<file path="config.mk">
export PLATFORM = sky130hd
export DESIGN_NAME = lpwc_ctrl
export DESIGN_NICKNAME = d
export VERILOG_FILES = /design/src/common/lpwc_pkg.sv /design/src/rtl/lpwc_edge.sv /design/src/rtl/lpwc_ctrl.sv
export SDC_FILE = /design/constraint.sdc
export NUM_CORES = 1
export LEC_CHECK = 0
export ABC_AREA = 1
export BUFFER_PORTS_ARGS = -buffer_cell sky130_fd_sc_hd__buf_2
export CAP_MARGIN = 20
export CORE_MARGIN = 2
export CORE_UTILIZATION = 40
export CTS_CLUSTER_SIZE = 20
export DETAILED_ROUTE_END_ITERATION = 12
export PLACE_DENSITY = 0.68
export SETUP_SLACK_MARGIN = 0.02
export SLEW_MARGIN = 20
export SYNTH_ARGS = -nofsm -noshare
export SYNTH_HDL_FRONTEND = slang
export SYNTH_HIERARCHICAL = 1
export SYNTH_SLANG_ARGS = --single-unit
</file>
<file path="constraint.sdc">
create_clock -name clk -period 1.6 [get_ports clk]
set_clock_uncertainty 0.2 [all_clocks]
set_input_delay 0.16 -clock clk [delete_from_list [all_inputs] [get_ports clk]]
set_output_delay 0.16 -clock clk [all_outputs]
set_load 0.01 [all_outputs]
</file>
<file path="src/common/lpwc_pkg.sv">
// lpwc_pkg: register map, field positions, reset values and types for the low-power mode and wake controller.
// assumes a 32-bit classic wishbone slave with word-aligned registers at byte address four times the index.
package lpwc_pkg;

	// register indices; byte address is four times the index
	localparam logic [7:0] LPWC_IDX_PORT0_WAKE = 8'h9b;
	localparam logic [7:0] LPWC_IDX_PORT1_WAKE = 8'h9c;
	localparam logic [7:0] LPWC_IDX_PORT0_CHG = 8'h9d;
	localparam logic [7:0] LPWC_IDX_PORT1_CHG = 8'h9e;
	localparam logic [7:0] LPWC_IDX_OSC_MODE = 8'ha0;
	localparam logic [7:0] LPWC_IDX_IRQ_REQ = 8'ha1;
	localparam logic [7:0] LPWC_IDX_IRQ_EN = 8'ha2;
	localparam int LPWC_ADDR_W = 10;

	// oscillator_mode_register fields
	localparam int LPWC_OSC_SLEEP_BIT = 0;
	localparam int LPWC_OSC_IDLE_BIT = 1;
	localparam int LPWC_OSC_SLOW_BIT = 2;
	localparam int LPWC_OSC_RC_SRC_BIT = 3;

	// interrupt request fields (write one to clear)
	localparam int LPWC_IRQ_WAKE_BIT = 0;
	localparam int LPWC_IRQ_FLAG_BIT = 1;
	localparam int LPWC_IRQ_P0_BIT = 2;
	localparam int LPWC_IRQ_P1_BIT = 3;
	localparam int LPWC_IRQ_TMR_BIT = 4;

	// interrupt enable fields
	localparam int LPWC_IEN_WAKE_BIT = 0;

	// reset values and implemented-bit masks
	localparam logic [7:0] LPWC_RST_BYTE = 8'h00;
	localparam logic [7:0] LPWC_PORT0_MASK = 8'hff;
	localparam logic [7:0] LPWC_PORT1_MASK = 8'hbf;
	localparam logic [3:0] LPWC_OSC_MASK = 4'hf;
	localparam logic [4:0] LPWC_IRQ_MASK = 5'h1f;

	// oscillator settling counts, in oscillator clocks
	localparam logic [11:0] LPWC_SETTLE_EXT_CLOCKS = 12'h800;
	localparam logic [11:0] LPWC_SETTLE_RC_CLOCKS = 12'h040;

	// wake interrupt vector
	localparam logic [15:0] LPWC_WAKE_VECTOR = 16'h0008;

	typedef enum logic [2:0] {
		LPWC_NORMAL,
		LPWC_SLOW,
		LPWC_IDLE,
		LPWC_SLEEP,
		LPWC_SETTLE
	} lpwc_mode_type;

	typedef struct packed {
		logic [7:0] port0;
		logic [7:0] port1;
	} lpwc_pins_type;

	typedef struct packed {
		logic cpu_halt;
		logic sys_osc_run;
		logic slow_clk_sel;
		logic periph_run;
	} lpwc_power_type;

endpackage

</file>
<file path="src/rtl/lpwc_edge.sv">
// lpwc_edge: per-pin level-change detector for one 8-bit port.
// assumes pins are synchronous to clk; the first sample after reset only primes the history.
`timescale 1ns/1ns
module lpwc_edge
	import lpwc_pkg::*;
(
	// clock and reset
	input wire logic clk,
	input wire logic arst_n,
	// pins and result
	input wire logic [7:0] pins,
	output logic [7:0] change
);
	logic [7:0] prev_reg;
	logic [7:0] prev_next;
	logic primed_reg;
	logic primed_next;

	always_comb
	begin
		prev_next = pins;
		primed_next = 1'b1;
	end

	always_ff @(posedge clk or negedge arst_n)
	begin
		if (!arst_n)
		begin
			prev_reg <= LPWC_RST_BYTE;
			primed_reg <= 1'b0;
		end
		else
		begin
			prev_reg <= prev_next;
			primed_reg <= primed_next;
		end
	end

	// rising or falling both count
	assign change = primed_reg ? (pins ^ prev_reg) : LPWC_RST_BYTE; // RQ12

endmodule // lpwc_edge

</file>
<file path="src/rtl/lpwc_ctrl.sv">
// lpwc_ctrl: idle and sleep mode control, pin and timer wake, wake flags and oscillator settling wait.
// assumes a classic wishbone master, pins synchronous to clk, and a one-cycle basic timer overflow pulse.
// Overview of operation
// (RQ1) writing one to the idle request bit enters idle mode and halts the cpu
// (RQ2) leaving idle clears the idle request bit and sets the wake flag
// (RQ3) idle keeps the system oscillator running so its timers keep counting
// (RQ4) idle wakes only on an enabled port 1 change or timer overflow
// (RQ5) idle wake resumes the mode active before entry, normal or slow
// (RQ6) sleep wakes only on an enabled pin change and resumes in normal mode
// (RQ7) wake by an external interrupt source sets its request flag, not the wake flag
// (RQ8) system-clocked peripherals keep running in idle but never cause a wake
// (RQ9) a wake raises the wake request; with its enable set, vector to address 8
// (RQ10) after sleep wake, wait 2048 external or 64 internal rc clocks
// (RQ11) idle wake inserts no settling delay
// (RQ12) rising or falling edge on a wake-enabled pin both trigger a wake
// (RQ13) port 0 wake enable: eight read-write bits, one per pin, reset zero
// (RQ14) port 1 wake enable: bits 7 and 5..0, bit 6 absent, reset zero
// (RQ15) port 0 change interrupt enable: eight read-write bits, reset zero
// (RQ16) port 1 change interrupt enable: bits 7 and 5..0, bit 6 absent
// (RQ17) wake flag stays set until software clears it
// (RQ18) of the timers, only the basic timer overflow wakes from idle
// (RQ19) writing one to the sleep request bit stops all oscillators
// (RQ20) sleep wake clears the sleep request bit
// (RQ21) simultaneous pin change and timer overflow give one wake, all flags set
//
// The Wishbone slave port is this design's own decision.
`timescale 1ns/1ns
module lpwc_ctrl
	import lpwc_pkg::*;
(
	// clock and reset
	input wire logic clk,
	input wire logic arst_n,
	// wishbone slave
	input wire logic wb_cyc_i,
	input wire logic wb_stb_i,
	input wire logic wb_we_i,
	input wire logic [LPWC_ADDR_W-1:0] wb_adr_i,
	input wire logic [3:0] wb_sel_i,
	input wire logic [31:0] wb_dat_i,
	output logic [31:0] wb_dat_o,
	output logic wb_ack_o,
	// port pins and wake-capable timer
	input wire lpwc_pkg::lpwc_pins_type pins,
	input wire logic basic_timer_ovf,
	// power control and wake vector
	output lpwc_pkg::lpwc_power_type power,
	output logic wake_vector_req,
	output logic [15:0] wake_vector_addr
);
	import lpwc_pkg::*;

	function automatic logic [7:0] addr_index(input logic [LPWC_ADDR_W-1:0] adr);
		addr_index = adr[LPWC_ADDR_W-1:2];
	endfunction

	// settling length in system clocks, standing in for oscillator clocks
	function automatic logic [11:0] settle_count(input logic rc_src);
		if (rc_src)
			settle_count = LPWC_SETTLE_RC_CLOCKS;
		else
			settle_count = LPWC_SETTLE_EXT_CLOCKS;
	endfunction

	// bit 6 of port 1 has no pin, so it may never enable or report anything
	function automatic logic [7:0] port1_only(input logic [7:0] bits);
		port1_only = bits & LPWC_PORT1_MASK;
	endfunction

	function automatic logic halted_mode(input lpwc_mode_type m);
		halted_mode = (m == LPWC_IDLE) || (m == LPWC_SLEEP) || (m == LPWC_SETTLE);
	endfunction

	// bus side
	logic ack_reg;
	logic ack_next;
	logic [31:0] rdata_reg;
	logic [31:0] rdata_next;
	logic bus_req;
	logic bus_wr;
	logic [7:0] idx;
	logic [7:0] wbyte;

	// registers
	logic [7:0] p0_wake_reg;
	logic [7:0] p0_wake_next;
	logic [7:0] p1_wake_reg;
	logic [7:0] p1_wake_next;
	logic [7:0] p0_chg_reg;
	logic [7:0] p0_chg_next;
	logic [7:0] p1_chg_reg;
	logic [7:0] p1_chg_next;
	logic [3:0] osc_reg;
	logic [3:0] osc_next;
	logic [4:0] irq_reg;
	logic [4:0] irq_next;
	logic ien_reg;
	logic ien_next;

	// mode machine
	lpwc_mode_type mode_reg;
	lpwc_mode_type mode_next;
	logic [11:0] settle_reg;
	logic [11:0] settle_next;

	// events
	logic [7:0] p0_change;
	logic [7:0] p1_change;
	logic p0_wake_hit;
	logic p1_wake_hit;
	logic p0_ext_hit;
	logic p1_ext_hit;
	logic p0_irq_set;
	logic p1_irq_set;
	logic idle_wake;
	logic sleep_wake;
	logic idle_plain;
	logic sleep_plain;
	logic wake_plain;

	// one detector per port; the missing port 1 pin is masked where the changes are used
	lpwc_edge u_edge_p0 (
		.clk(clk),
		.arst_n(arst_n),
		.pins(pins.port0),
		.change(p0_change)
	);

	lpwc_edge u_edge_p1 (
		.clk(clk),
		.arst_n(arst_n),
		.pins(pins.port1),
		.change(p1_change)
	);

	// bus decode; writes land on the edge at which ack is seen
	assign bus_req = wb_cyc_i && wb_stb_i;
	assign bus_wr = bus_req && wb_we_i && ack_reg && wb_sel_i[0];
	assign idx = addr_index(wb_adr_i);
	assign wbyte = wb_dat_i[7:0];

	// one wait state; a held request is answered every other cycle
	// read data is captured with the request so it stands through the ack cycle
	always_comb
	begin
		ack_next = bus_req && !ack_reg;
		rdata_next = 32'h0000_0000;
		case (idx)
			LPWC_IDX_PORT0_WAKE: rdata_next[7:0] = p0_wake_reg;
			LPWC_IDX_PORT1_WAKE: rdata_next[7:0] = p1_wake_reg;
			LPWC_IDX_PORT0_CHG: rdata_next[7:0] = p0_chg_reg;
			LPWC_IDX_PORT1_CHG: rdata_next[7:0] = p1_chg_reg;
			LPWC_IDX_OSC_MODE: rdata_next[3:0] = osc_reg;
			LPWC_IDX_IRQ_REQ: rdata_next[4:0] = irq_reg;
			LPWC_IDX_IRQ_EN: rdata_next[LPWC_IEN_WAKE_BIT] = ien_reg;
			default: rdata_next = 32'h0000_0000;
		endcase
	end

	always_ff @(posedge clk or negedge arst_n)
	begin
		if (!arst_n)
		begin
			ack_reg <= 1'b0;
			rdata_reg <= 32'h0000_0000;
		end
		else
		begin
			ack_reg <= ack_next;
			rdata_reg <= rdata_next;
		end
	end

	assign wb_ack_o = ack_reg;
	assign wb_dat_o = rdata_reg;

	// wake decode; peripheral overflows other than the basic timer are not inputs here
	assign p0_wake_hit = |(p0_change & p0_wake_reg);
	assign p1_wake_hit = |(port1_only(p1_change & p1_wake_reg)); // RQ12
	assign p0_ext_hit = |(p0_change & p0_wake_reg & p0_chg_reg);
	assign p1_ext_hit = |(port1_only(p1_change & p1_wake_reg & p1_chg_reg));
	assign idle_wake = (mode_reg == LPWC_IDLE) && (p1_wake_hit || basic_timer_ovf); // RQ4 RQ18 RQ8
	assign sleep_wake = (mode_reg == LPWC_SLEEP) && (p0_wake_hit || p1_wake_hit); // RQ6
	// a wake caused by a pin that is also an external interrupt source leaves the wake flag alone
	assign idle_plain = idle_wake && (basic_timer_ovf || (p1_wake_hit && !p1_ext_hit));
	assign sleep_plain = sleep_wake && ((p0_wake_hit && !p0_ext_hit) || (p1_wake_hit && !p1_ext_hit));
	assign wake_plain = idle_plain || sleep_plain; // RQ7 RQ21
	assign p0_irq_set = |(p0_change & p0_chg_reg);
	assign p1_irq_set = |(port1_only(p1_change & p1_chg_reg));

	// enable registers
	always_comb
	begin
		p0_wake_next = p0_wake_reg;
		p1_wake_next = p1_wake_reg;
		p0_chg_next = p0_chg_reg;
		p1_chg_next = p1_chg_reg;
		ien_next = ien_reg;
		if (bus_wr)
		begin
			case (idx)
				LPWC_IDX_PORT0_WAKE: p0_wake_next = wbyte & LPWC_PORT0_MASK; // RQ13
				LPWC_IDX_PORT1_WAKE: p1_wake_next = wbyte & LPWC_PORT1_MASK; // RQ14
				LPWC_IDX_PORT0_CHG: p0_chg_next = wbyte & LPWC_PORT0_MASK; // RQ15
				LPWC_IDX_PORT1_CHG: p1_chg_next = wbyte & LPWC_PORT1_MASK; // RQ16
				LPWC_IDX_IRQ_EN: ien_next = wbyte[LPWC_IEN_WAKE_BIT];
				default: ien_next = ien_reg;
			endcase
		end
	end

	always_ff @(posedge clk or negedge arst_n)
	begin
		if (!arst_n)
		begin
			p0_wake_reg <= LPWC_RST_BYTE; // RQ13
			p1_wake_reg <= LPWC_RST_BYTE; // RQ14
			p0_chg_reg <= LPWC_RST_BYTE; // RQ15
			p1_chg_reg <= LPWC_RST_BYTE; // RQ16
			ien_reg <= 1'b0;
		end
		else
		begin
			p0_wake_reg <= p0_wake_next;
			p1_wake_reg <= p1_wake_next;
			p0_chg_reg <= p0_chg_next;
			p1_chg_reg <= p1_chg_next;
			ien_reg <= ien_next;
		end
	end

	// request flags: write one clears, a same-cycle set wins
	// port flags follow their change enables in every mode, since interrupts stay live
	always_comb
	begin
		irq_next = irq_reg;
		if (bus_wr && idx == LPWC_IDX_IRQ_REQ)
			irq_next = irq_reg & ~(wbyte[4:0] & LPWC_IRQ_MASK); // RQ17
		if (wake_plain)
		begin
			irq_next[LPWC_IRQ_WAKE_BIT] = 1'b1; // RQ9
			irq_next[LPWC_IRQ_FLAG_BIT] = 1'b1; // RQ2
		end
		if (p0_irq_set)
			irq_next[LPWC_IRQ_P0_BIT] = 1'b1; // RQ7
		if (p1_irq_set)
			irq_next[LPWC_IRQ_P1_BIT] = 1'b1; // RQ7 RQ21
		if (basic_timer_ovf)
			irq_next[LPWC_IRQ_TMR_BIT] = 1'b1; // RQ21
	end

	always_ff @(posedge clk or negedge arst_n)
	begin
		if (!arst_n)
			irq_reg <= 5'h00;
		else
			irq_reg <= irq_next;
	end

	// mode machine and oscillator_mode_register
	always_comb
	begin
		mode_next = mode_reg;
		osc_next = osc_reg;
		settle_next = settle_reg;
		if (bus_wr && idx == LPWC_IDX_OSC_MODE)
			osc_next = wbyte[3:0] & LPWC_OSC_MASK;
		case (mode_reg)
			LPWC_NORMAL, LPWC_SLOW:
			begin
				// sleep takes priority when both request bits are written together
				if (osc_reg[LPWC_OSC_SLEEP_BIT])
					mode_next = LPWC_SLEEP; // RQ19
				else if (osc_reg[LPWC_OSC_IDLE_BIT])
					mode_next = LPWC_IDLE; // RQ1
				else if (osc_reg[LPWC_OSC_SLOW_BIT])
					mode_next = LPWC_SLOW;
				else
					mode_next = LPWC_NORMAL;
			end
			LPWC_IDLE:
			begin
				if (idle_wake)
				begin
					// the hardware clear wins over a software write in the same cycle
					osc_next[LPWC_OSC_IDLE_BIT] = 1'b0; // RQ2
					// no settling: the system clock never stopped
					mode_next = osc_reg[LPWC_OSC_SLOW_BIT] ? LPWC_SLOW : LPWC_NORMAL; // RQ5 RQ11
				end
			end
			LPWC_SLEEP:
			begin
				if (sleep_wake)
				begin
					osc_next[LPWC_OSC_SLEEP_BIT] = 1'b0; // RQ20
					osc_next[LPWC_OSC_IDLE_BIT] = 1'b0;
					osc_next[LPWC_OSC_SLOW_BIT] = 1'b0; // RQ6
					settle_next = settle_count(osc_reg[LPWC_OSC_RC_SRC_BIT]); // RQ10
					mode_next = LPWC_SETTLE;
				end
			end
			LPWC_SETTLE:
			begin
				// pin events here are not wakes; the cpu stays held until the count ends
				settle_next = settle_reg - 12'h001;
				if (settle_reg == 12'h001)
					mode_next = LPWC_NORMAL; // RQ10 RQ6
			end
			default:
			begin
				mode_next = LPWC_NORMAL;
			end
		endcase
	end

	always_ff @(posedge clk or negedge arst_n)
	begin
		if (!arst_n)
		begin
			mode_reg <= LPWC_NORMAL;
			osc_reg <= 4'h0;
			settle_reg <= 12'h000;
		end
		else
		begin
			mode_reg <= mode_next;
			osc_reg <= osc_next;
			settle_reg <= settle_next;
		end
	end

	// power outputs
	always_comb
	begin
		power.cpu_halt = halted_mode(mode_reg); // RQ1
		power.sys_osc_run = (mode_reg != LPWC_SLEEP); // RQ3 RQ19
		power.slow_clk_sel = (mode_reg == LPWC_SLOW) || ((mode_reg == LPWC_IDLE) && osc_reg[LPWC_OSC_SLOW_BIT]);
		power.periph_run = (mode_reg != LPWC_SLEEP) && (mode_reg != LPWC_SETTLE); // RQ8
	end

	// vector request holds until software clears the wake request
	assign wake_vector_req = irq_reg[LPWC_IRQ_WAKE_BIT] && ien_reg && !power.cpu_halt; // RQ9
	assign wake_vector_addr = LPWC_WAKE_VECTOR; // RQ9

endmodule // lpwc_ctrl

</file>
==> flow_metrics.env <==
export IMPL_hold_viol=0
export IMPL_rsz0062_at_grt="true"
export IMPL_reg2reg_from="u_edge_p0/primed_reg"
export IMPL_vias_per_cell=4.76
export IMPL_post_route_drc_count=0
export IMPL_crit_required_ns=1.65
export IMPL_antennaDiodeCount=0
export IMPL_clock_latency_ns=0.35
export IMPL_reg2reg_setup_slack_ns=-0.26
export IMPL_peakVddDrop_uv=766
export IMPL_ant_nets=0
export IMPL_hp_class="in2reg"
export IMPL_cts_tree="built"
export IMPL_crit_chain="nand2_2 > nor2_4 > nand2_2 > nand2_1 > nor2_1 > nand2_2 > o21ai_4 > nand2_1 > nand2_1 > nand2_1"
export IMPL_grt_pass1_vias=4237
export IMPL_antenna_found_initial=0
export IMPL_netlist_area_um2=4580
export IMPL_cts_root_buf="clkbuf_16"
export IMPL_holdPathStages=3
export IMPL_die_y_um=111
export IMPL_cp_end_kind="flop"
export IMPL_crit_path_start_kind="flop"
export IMPL_rows=39
export IMPL_finalCritPeriodShare_pct=116
export IMPL_clk_pin_slew_worst_paths_ns=0.06
export IMPL_crit_start="u_edge_p0/primed_reg"
export IMPL_cts_max_level=3
export IMPL_hold_end="p1_chg_reg[3]"
export IMPL_largest_register_ffs=12
export IMPL_clkSinkCount=81
export IMPL_slowest_stage="dfrtp_2"
export IMPL_crit_fanout=8
export IMPL_synth_warnings=6
export IMPL_setup_violations=25
export IMPL_setup_slack_ns=-0.259
export IMPL_core_area_um2=11300
export IMPL_multiInputGateArea_um2=2400
export IMPL_grt_pass1_wl_mm=20.1
export IMPL_run_status="complete, but fails checks"
export IMPL_synth_avg_cell_area_um2=7.59
export IMPL_arrival_ns=1.90
export IMPL_drtPass1Iterations=5
export IMPL_wl_per_cell_um=13.4
export IMPL_worst_r2r_cell_count=10
export IMPL_portBuffers=51
export IMPL_violations="negative setup slack"
export IMPL_fillers=1043
export IMPL_worst_path_largest_cell_delay_ns=0.49
export IMPL_wl_mm=12.0
export IMPL_drt_iter0_drc=255
export IMPL_dp_final_hpwl_mm=8.56
export IMPL_die_x_um=111
export IMPL_grt_max_degree=41
export IMPL_dp_worst_setup_slack_ns=-0.243
export IMPL_fmax_ghz=0.538
export IMPL_ios=122
export IMPL_grt_usage_pct=20.2
export IMPL_drive_gt1_share_pct=33.4
export IMPL_period_minus_slack_ns=1.86
export IMPL_cts_buffers=9
export IMPL_nNetsFinal=817
export IMPL_cp_common_cell="nand2_1"
export IMPL_cts_max_path_buffers=2
export IMPL_slew_viol_final=0
export IMPL_r2r_end="settle_reg[6]"
export IMPL_cap_violations=0
export IMPL_grt_ovfl_total=0
export IMPL_synth_cells=604
export IMPL_hold_slack_ns=0.0358
export IMPL_power_per_cell_area_nw_per_um2=810
export IMPL_vias=4256
export IMPL_p_leak_nw=3.23
export IMPL_worstHoldStart="wb_dat_i[3]"
export IMPL_die_area_um2=12300
export IMPL_gp_congestion=0.956
export IMPL_area_delta_synth_final_pct=35.3
export IMPL_seqCellArea_um2=2030
export IMPL_crit_type="reg2reg"
export IMPL_start_util_pct=40.5
-- worst max-delay path: cells and delay by family, from the launching register on --
kind	cells	cell delay (ns)
simple gates	9	0.80
flops	1	0.49
compound gates	1	0.26
-- worst max-delay path by stage --
stage / endpoint / slack (ns)
2_1_floorplan: settle_reg[11] / -0.007
3_3_place_gp: settle_reg[6] / -0.17
3_5_place_dp: settle_reg[6] / -0.24
4_1_cts: wake_vector_req / -0.16
5_1_grt: settle_reg[8] / -0.33
6_report: settle_reg[6] / -0.26
-- layout make-up --
cell class,instances,share of cell area [%]
repair buffers,142,16.9
inverters,52,3.15
clock inverters,7,1.92
flip-flops and latches,81,32.7
clock buffers,9,3.63
well taps,143,2.89
multi-input cells,461,38.7
-- stage by stage --
stage	setup TNS, ns	cells	cell area (um^2)	util [%]	total power (W)
2_1_floorplan	-0.0135	642	4760	-	0.00242
3_3_place_gp	-2.08	840	5240	46.3	0.00253
3_5_place_dp	-3.06	840	5240	46.3	0.00254
4_1_cts	-2.79	891	6020	53.1	0.00500
5_1_grt	-5.95	895	6200	54.8	0.00521
6_report	-4.26	895	6200	54.8	0.00502
-- layer usage --
metal / vias to the layer above / wire (um) / global-route usage (%)
li1: 2114 / - / -
met1: 2034 / 5070 / 25.0
met2: 91 / 6300 / 34.7
met3: 17 / 435 / 4.32
met4: 0 / 199 / 7.82
met5: - / 0 / 0
-- power breakdown --
group	switching (W)	leakage (nW)	internal, W
registers	0.0000375	1.02	0.00209
clock network	0.000880	0.162	0.00152
logic	0.000291	2.05	0.000201
-- timing repair --
action / 4_1_cts / 5_1_grt
hold buffers: 26 / 0
hold endpoints to repair: 115 / 0
cloned: 0 / 0
gates resized for setup: 31 / 50
endpoints found under the setup margin: 25 / 44
pin swaps: 14 / 31
buffers inserted: 9 / 5
-- cell usage in the layout (no fill, tap or decap), types with 2 or more instances in the layout --
cell type	n
a21oi_1	4
a21oi_2	3
a22o_1	2
and2_1	2
buf_2	49
buf_4	58
buf_6	8
bufinv_16	3
clkbuf_16	9
clkinvlp_4	2
conb_1	42
dfrtp_1	79
dfrtp_2	2
dlygate4sd3_1	26
inv_1	47
inv_2	5
nand2_1	163
nand2_2	30
nand2_4	7
nand3_1	41
nand3_2	10
nand4_1	5
nor2_1	48
nor2_2	27
nor2_4	9
nor3_1	2
nor3_4	3
o21ai_0	15
o21ai_1	21
o21ai_2	16
or2_2	2
xor2_1	2
Note: power is estimated with default switching activity, not from simulation.
